File: src/prc_pkg.sv
// Package of addresses, indexes, reset values and widths for the priority allocation bank
// How it works
// - Priority allocation register holds system bus priority of peripheral masters.
// - Configuration write to PCI command/status also clears priority allocation.
// - Configuration write to serial transmit data also clears priority allocation.
// - Write to host port power/emulation register also clears priority allocation.
// - Write to MAC transmit control also clears priority allocation.
// - Writing priority allocation leaves the four peripheral registers unchanged.
// - Reads of peripheral registers return their own contents, not priority.
// - Serial transmit data reachable over configuration bus and data bus.
// - Data bus writes to serial transmit data never disturb priority allocation.
package prc_pkg;
  localparam int PRC_DW = 32;
  localparam int PRC_AW = 32;
  localparam int PRC_NREG = 4;
  localparam int PRC_IW = 2;
  localparam logic [PRC_AW-1:0] PRC_ADDR_PRIO = 32'h029a_0000;
  localparam logic [PRC_AW-1:0] PRC_ADDR_PCI = 32'h02c0_0004;
  localparam logic [PRC_AW-1:0] PRC_ADDR_SERIAL = 32'h0290_0004;
  localparam logic [PRC_AW-1:0] PRC_ADDR_HOST = 32'h0288_0004;
  localparam logic [PRC_AW-1:0] PRC_ADDR_MAC = 32'h02c8_0004;
  localparam logic [PRC_IW-1:0] PRC_IDX_PCI = 2'h0;
  localparam logic [PRC_IW-1:0] PRC_IDX_SERIAL = 2'h1;
  localparam logic [PRC_IW-1:0] PRC_IDX_HOST = 2'h2;
  localparam logic [PRC_IW-1:0] PRC_IDX_MAC = 2'h3;
  localparam logic [PRC_DW-1:0] PRC_PRIO_RESET = 32'h0000_0000;
  localparam logic [PRC_DW-1:0] PRC_PERIPH_RESET = 32'h0000_0000;
  localparam logic [PRC_DW-1:0] PRC_CLEARED = 32'h0000_0000;
  localparam logic [PRC_DW-1:0] PRC_UNMAPPED_RD = 32'h0000_0000;
endpackage

File: src/prc_reg_if.sv
// Interface between the bus decoder and the peripheral register store
interface prc_reg_if;
  import prc_pkg::*;
  logic wr_en;
  logic [PRC_IW-1:0] wr_idx;
  logic [PRC_DW-1:0] wr_data;
  logic [PRC_IW-1:0] rd_idx;
  logic [PRC_DW-1:0] rd_data;
  logic [PRC_DW-1:0] serial_data;
  modport ctrl (output wr_en, output wr_idx, output wr_data, output rd_idx,
                input rd_data, input serial_data);
  modport store (input wr_en, input wr_idx, input wr_data, input rd_idx,
                 output rd_data, output serial_data);
endinterface

File: src/prc_top.sv
// Priority allocation register with peripheral write alias clearing
module prc_top
  import prc_pkg::*;
(
  input wire logic clk,
  input wire logic rst,
  input wire logic ce,
  input wire logic cfg_req,
  input wire logic cfg_wr,
  input wire logic cfg_dma,
  input wire logic [PRC_AW-1:0] cfg_addr,
  input wire logic [PRC_DW-1:0] cfg_wdata,
  output logic cfg_ack,
  output logic [PRC_DW-1:0] cfg_rdata,
  input wire logic dbus_req,
  input wire logic dbus_wr,
  input wire logic dbus_dma,
  input wire logic [PRC_DW-1:0] dbus_wdata,
  output logic dbus_ack,
  output logic [PRC_DW-1:0] dbus_rdata,
  output logic [PRC_DW-1:0] priority_allocation
);
  prc_reg_if rif();

  prc_periph_regs u_store (
    .clk(clk),
    .rst(rst),
    .ce(ce),
    .rif(rif)
  );

  logic [PRC_DW-1:0] prio_reg, prio_next;
  logic cfg_ack_reg, cfg_ack_next;
  logic [PRC_DW-1:0] cfg_rdata_reg, cfg_rdata_next;
  logic dbus_ack_reg, dbus_ack_next;
  logic [PRC_DW-1:0] dbus_rdata_reg, dbus_rdata_next;

  logic cfg_take, dbus_take, dbus_blocked;
  logic hit_prio, hit_periph, alias_clear;
  logic [PRC_IW-1:0] hit_idx;

  // Address decode of the configuration bus
  always_comb begin
    hit_prio = (cfg_addr == PRC_ADDR_PRIO);
    hit_periph = 1'b1;
    hit_idx = PRC_IDX_PCI;
    unique case (cfg_addr)
      PRC_ADDR_PCI: hit_idx = PRC_IDX_PCI;
      PRC_ADDR_SERIAL: hit_idx = PRC_IDX_SERIAL;
      PRC_ADDR_HOST: hit_idx = PRC_IDX_HOST;
      PRC_ADDR_MAC: hit_idx = PRC_IDX_MAC;
      default: hit_periph = 1'b0;
    endcase
  end

  // One request per ack; the requester holds req until ack
  assign cfg_take = ce && cfg_req && !cfg_ack_reg;
  // Any configuration peripheral write owns the single store port; data bus waits
  assign dbus_blocked = cfg_take && cfg_wr && hit_periph;
  assign dbus_take = ce && dbus_req && !dbus_ack_reg && !dbus_blocked;
  // Decode flaw: every peripheral write on this bus clears priority
  assign alias_clear = cfg_take && cfg_wr && hit_periph;

  // Store port steering
  always_comb begin
    rif.wr_en = 1'b0;
    rif.wr_idx = PRC_IDX_SERIAL;
    rif.wr_data = dbus_wdata;
    rif.rd_idx = hit_idx;
    if (cfg_take && cfg_wr && hit_periph) begin
      rif.wr_en = 1'b1;
      rif.wr_idx = hit_idx;
      rif.wr_data = cfg_wdata;
    end else if (dbus_take && dbus_wr) begin
      rif.wr_en = 1'b1;
    end
  end

  // Priority allocation next value
  always_comb begin
    prio_next = prio_reg;
    if (alias_clear) begin
      prio_next = PRC_CLEARED;
    end else if (cfg_take && cfg_wr && hit_prio) begin
      prio_next = cfg_wdata;
    end
  end

  // Bus answers
  always_comb begin
    cfg_ack_next = cfg_take;
    cfg_rdata_next = cfg_rdata_reg;
    if (cfg_take && !cfg_wr) begin
      if (hit_prio) begin
        cfg_rdata_next = prio_reg;
      end else if (hit_periph) begin
        cfg_rdata_next = rif.rd_data;
      end else begin
        cfg_rdata_next = PRC_UNMAPPED_RD;
      end
    end
    dbus_ack_next = dbus_take;
    dbus_rdata_next = dbus_rdata_reg;
    if (dbus_take && !dbus_wr) begin
      dbus_rdata_next = rif.serial_data;
    end
  end

  always_ff @(posedge clk or posedge rst) begin
    if (rst) begin
      prio_reg <= PRC_PRIO_RESET;
      cfg_ack_reg <= 1'b0;
      cfg_rdata_reg <= PRC_UNMAPPED_RD;
      dbus_ack_reg <= 1'b0;
      dbus_rdata_reg <= PRC_UNMAPPED_RD;
    end else if (ce) begin
      prio_reg <= prio_next;
      cfg_ack_reg <= cfg_ack_next;
      cfg_rdata_reg <= cfg_rdata_next;
      dbus_ack_reg <= dbus_ack_next;
      dbus_rdata_reg <= dbus_rdata_next;
    end
  end

  assign cfg_ack = cfg_ack_reg;
  assign cfg_rdata = cfg_rdata_reg;
  assign dbus_ack = dbus_ack_reg;
  assign dbus_rdata = dbus_rdata_reg;
  assign priority_allocation = prio_reg;
endmodule // prc_top

File: src/prc_periph_regs.sv
// Flip-flop store for the four peripheral registers, one write and two read ports
module prc_periph_regs
  import prc_pkg::*;
(
  input wire logic clk,
  input wire logic rst,
  input wire logic ce,
  prc_reg_if.store rif
);
  logic [PRC_DW-1:0] store_reg [PRC_NREG];
  logic [PRC_DW-1:0] store_next [PRC_NREG];

  genvar gi;
  generate
    for (gi = 0; gi < PRC_NREG; gi++) begin : g_entry
      always_comb begin
        store_next[gi] = store_reg[gi];
        if (rif.wr_en && (rif.wr_idx == PRC_IW'(gi))) begin
          store_next[gi] = rif.wr_data;
        end
      end
      always_ff @(posedge clk or posedge rst) begin
        if (rst) begin
          store_reg[gi] <= PRC_PERIPH_RESET;
        end else if (ce) begin
          store_reg[gi] <= store_next[gi];
        end
      end
    end
  endgenerate

  assign rif.rd_data = store_reg[rif.rd_idx];
  assign rif.serial_data = store_reg[PRC_IDX_SERIAL];
endmodule // prc_periph_regs

File: config.mk
export PLATFORM = sky130hd
export DESIGN_NAME = prc_top
export DESIGN_NICKNAME = d
export VERILOG_FILES = /design/src/prc_pkg.sv /design/src/prc_reg_if.sv /design/src/prc_top.sv /design/src/prc_periph_regs.sv
export SDC_FILE = /design/constraint.sdc
export NUM_CORES = 1
export LEC_CHECK = 0
export ABC_CLOCK_PERIOD_IN_PS = 7500
export BUFFER_PORTS_ARGS = -buffer_cell sky130_fd_sc_hd__buf_4
export CAP_MARGIN = 20
export CORE_MARGIN = 2
export CORE_UTILIZATION = 55
export DETAILED_ROUTE_END_ITERATION = 10
export PLACE_DENSITY = 0.8
export SLEW_MARGIN = 20
export SYNTH_ARGS = -nofsm -noshare
export SYNTH_HDL_FRONTEND = slang
export SYNTH_SLANG_ARGS = --single-unit
export TNS_END_PERCENT = 30
File: constraint.sdc
create_clock -name clk -period 7.5 [get_ports clk]
set_clock_uncertainty 0.2 [all_clocks]
set_input_delay 0 -clock clk [delete_from_list [all_inputs] [get_ports clk]]
set_output_delay 0 -clock clk [all_outputs]
set_load 0.005 [all_outputs]
==> results.toml <==
[yosys]
ys_ff_latch = 226
synth_nets = 891
avgSynthCellArea_um2 = 13.0
ys_seq_area_frac = 0.555
netlist_area_um2 = 10200
ys_types = 45
yosys_warnings = 0
syn_inst = 786

[global_route]
antenna_found_initial = 0
grt-ovfl-total = 0
grt_max_degree = 139
grt_pass1_wl_um = 44800
grt_pass1_vias = 8336
track_usage = 0.286

[finish]
largest_register_ffs = 96
layout.nets = 1145
num_antenna_cells = 0
syn_to_final_growth_pct = 31.2
layoutNonFillerInstCount = 1287
drive_gt1_frac = 0.430
fin_util = 0.739

[clock_tree]
cts_max_level = 1
clkLatencyLatePin_ns = 0.51
cts_root_buffer = "clkbuf_16"
cts_buffers = 24
post_cts_buffers = 0
tritoncts = "yes"
cts.sinks = 226
clock_path_buffers = 3
clk_pin_slew_ns = 0.06

[sta]
setup_viol = 0
relSlewSlack = 0.307
finalCritPeriodShare = 0.457
rsz0062_at_grt = "no"
slew_viol_final = 0
whs_ns = 0.0132
max_slew.worst_pin.slew_ns = 1.04
fin_setup_tns_ns = 0
fin_crit_ns = 3.43
hold_viol = 0
max_freq_mhz = 292

[worst_setup_path]
critPathMaxFanout = 66
start_kind = "input port"
cp.required_ns = 7.69
critPathKind = "in2reg"
end_kind = "flip-flop"
critPathArrivalTime_ns = 3.62

[floorplanning]
core-area_um2 = 18100
num_rows = 49
die-area_um2 = 19600
die_w_um = 140
start_util = 0.564
die_y_um = 140
io_pins = 203

[power_and_ir_drop]
peakVddDrop_mv = 0.179
total_power_w = 0.00299
power.leakage_nw = 6.22
p_per_area_nw_per_um2 = 224

[route]
wirelength_um = 28300
drt-pass1-iter-count = 11
vias = 7869
drt_iter0_markers = 565
postRouteAntennaNets = 0
vias_per_cell = 6.11
wl_per_cell_um = 22.0
drc = 21

[run_status]
violations = "design-rule violations"
outcome = "finished with violations"

[place]
hpwl_um = 15900
place_inst = 1170
portBuffers = 200
place.gp.congestion = 0.757

[flow_run]
drv_cap = 0

[min_path]
min_path_type = "in2async"
-- through the flow --
stage	area, um^2	setup WS [ns]
final	13400	4.07
after global routing	13400	3.97
after CTS	13400	4.07
after detailed placement	11900	4.07
after global placement	11900	4.10
after floorplan	10200	1.11
-- final cells by class --
type,count,area (um^2)
timing repair buffer,287,2340
multi-input combinational,496,4290
sequential,226,5660
clock inverter,9,76.3
inverter,5,26.3
tap,229,287
fill,1173,4710
clock buffer,35,703
-- synth_stat cells, drive strengths merged --
library cell    n  area [um^2]
dfrtp         226         5660
mux2          192         2270
o21ai          65          325
nand3          34          170
nor2           33          124
a21oi          32          160
a221oi         32          280
a22oi          32          240
mux2i          32          320
clkbuf         31          116
buf            28          175
nor4            6         50.0
inv             5         18.8
nand4           4         25.0
or4             4         30.0
nor2b           3         18.8
nor4b           3         32.5
or2             3         18.8
nand2           2         7.51
nand3b          2         15.0
nor3            2         15.0
or3             2         12.5
or4b            2         20.0
a211o           1         8.76
and3            1         6.26
and3b           1         8.76
nand4b          1         8.76
nor3b           1         7.51
o211ai          1         7.51
o21a            1         7.51
o21bai          1         7.51
o22ai           1         6.26
o31a            1         8.76
or3b            1         8.76
-- layer usage --
layer / global-route usage / wire (um)
met4: 0.103 / 843
met3: 0.0434 / 2010
met5: 0 / 0
met1: 0.383 / 11700
met2: 0.478 / 13800
-- critical path, stage by stage --
cell and delay, ns:
dlygate4sd3_1 0.53, buf_4 0.14, or3b_2 0.84, a211o_1 0.44, nor4_4 0.16, buf_4 0.73, mux2_2 0.45, mux2_2 0.27
-- path summary, 6_finish.rpt --
check | start | to | slack [ns] | cells after the start
worst min-delay path | rst | cfg_rdata[29]$_DFFE_PP0P_ | 0.01 | 3
worst max-delay path | cfg_addr[20] | u_store.store_reg[55]$_DFFE_PP0P_ | 4.07 | 8
worst max register to register | cfg_ack$_DFFE_PP0P_ | u_store.store_reg[32]$_DFFE_PP0P_ | 4.48 | 5
worst min register to register | u_store.store_reg[104]$_DFFE_PP0P_ | u_store.store_reg[104]$_DFFE_PP0P_ | 0.29 | 1
min in group clk | cfg_addr[17] | cfg_rdata[29]$_DFFE_PP0P_ | 0.03 | 5
max in group asynchronous | rst | u_store.store_reg[30]$_DFFE_PP0P_ | 5.69 | 4
-- power breakdown --
| group | switching, W | internal [W] | leakage [nW] |
|---|---|---|---|
| sequential | 0.0000816 | 0.00134 | 3.03 |
| clock | 0.000483 | 0.000685 | 0.386 |
| combinational | 0.000154 | 0.000250 | 2.80 |
-- cells by family after synthesis --
kind of cell,after synthesis,synth area share
buffers and inverters,64,0.0304
AO/OA/AOI/OAI,167,0.103
flip-flops,226,0.555
multiplexers,224,0.255
AND/OR/NAND/NOR,105,0.0568
-- placed cells by master (no fill, tap or decap), drive strengths merged --
| cell type | Yosys | layout |
|---|---|---|
| a211o | 1 | 1 |
| a21oi | 32 | 32 |
| a221oi | 32 | 32 |
| a22oi | 32 | 32 |
| and3 | 1 | 1 |
| and3b | 1 | 1 |
| buf | 28 | 215 |
| bufinv | 0 | 1 |
| clkbuf | 31 | 35 |
| clkinv | 0 | 7 |
| clkinvlp | 0 | 1 |
| dfrtp | 226 | 226 |
| dlygate4sd3 | 0 | 72 |
| inv | 5 | 5 |
| mux2 | 192 | 192 |
| mux2i | 32 | 32 |
| nand2 | 2 | 2 |
| nand3 | 34 | 34 |
| nand3b | 2 | 2 |
| nand4 | 4 | 4 |
| nand4b | 1 | 1 |
| nor2 | 33 | 33 |
| nor2b | 3 | 3 |
| nor3 | 2 | 2 |
| nor3b | 1 | 1 |
| nor4 | 6 | 6 |
| nor4b | 3 | 3 |
| o211ai | 1 | 1 |
| o21a | 1 | 1 |
| o21ai | 65 | 65 |
| o21bai | 1 | 1 |
| o22ai | 1 | 1 |
| o31a | 1 | 1 |
| or2 | 3 | 3 |
| or3 | 2 | 2 |
| or3b | 1 | 1 |
| or4 | 4 | 4 |
| or4b | 2 | 2 |
-- timing repair --
item / CTS / global route
hold buffers: 72 / 0
gates resized for setup: 0 / 0
endpoints found under the hold margin: 331 / 0
Note: power is estimated with default switching activity, not from simulation.
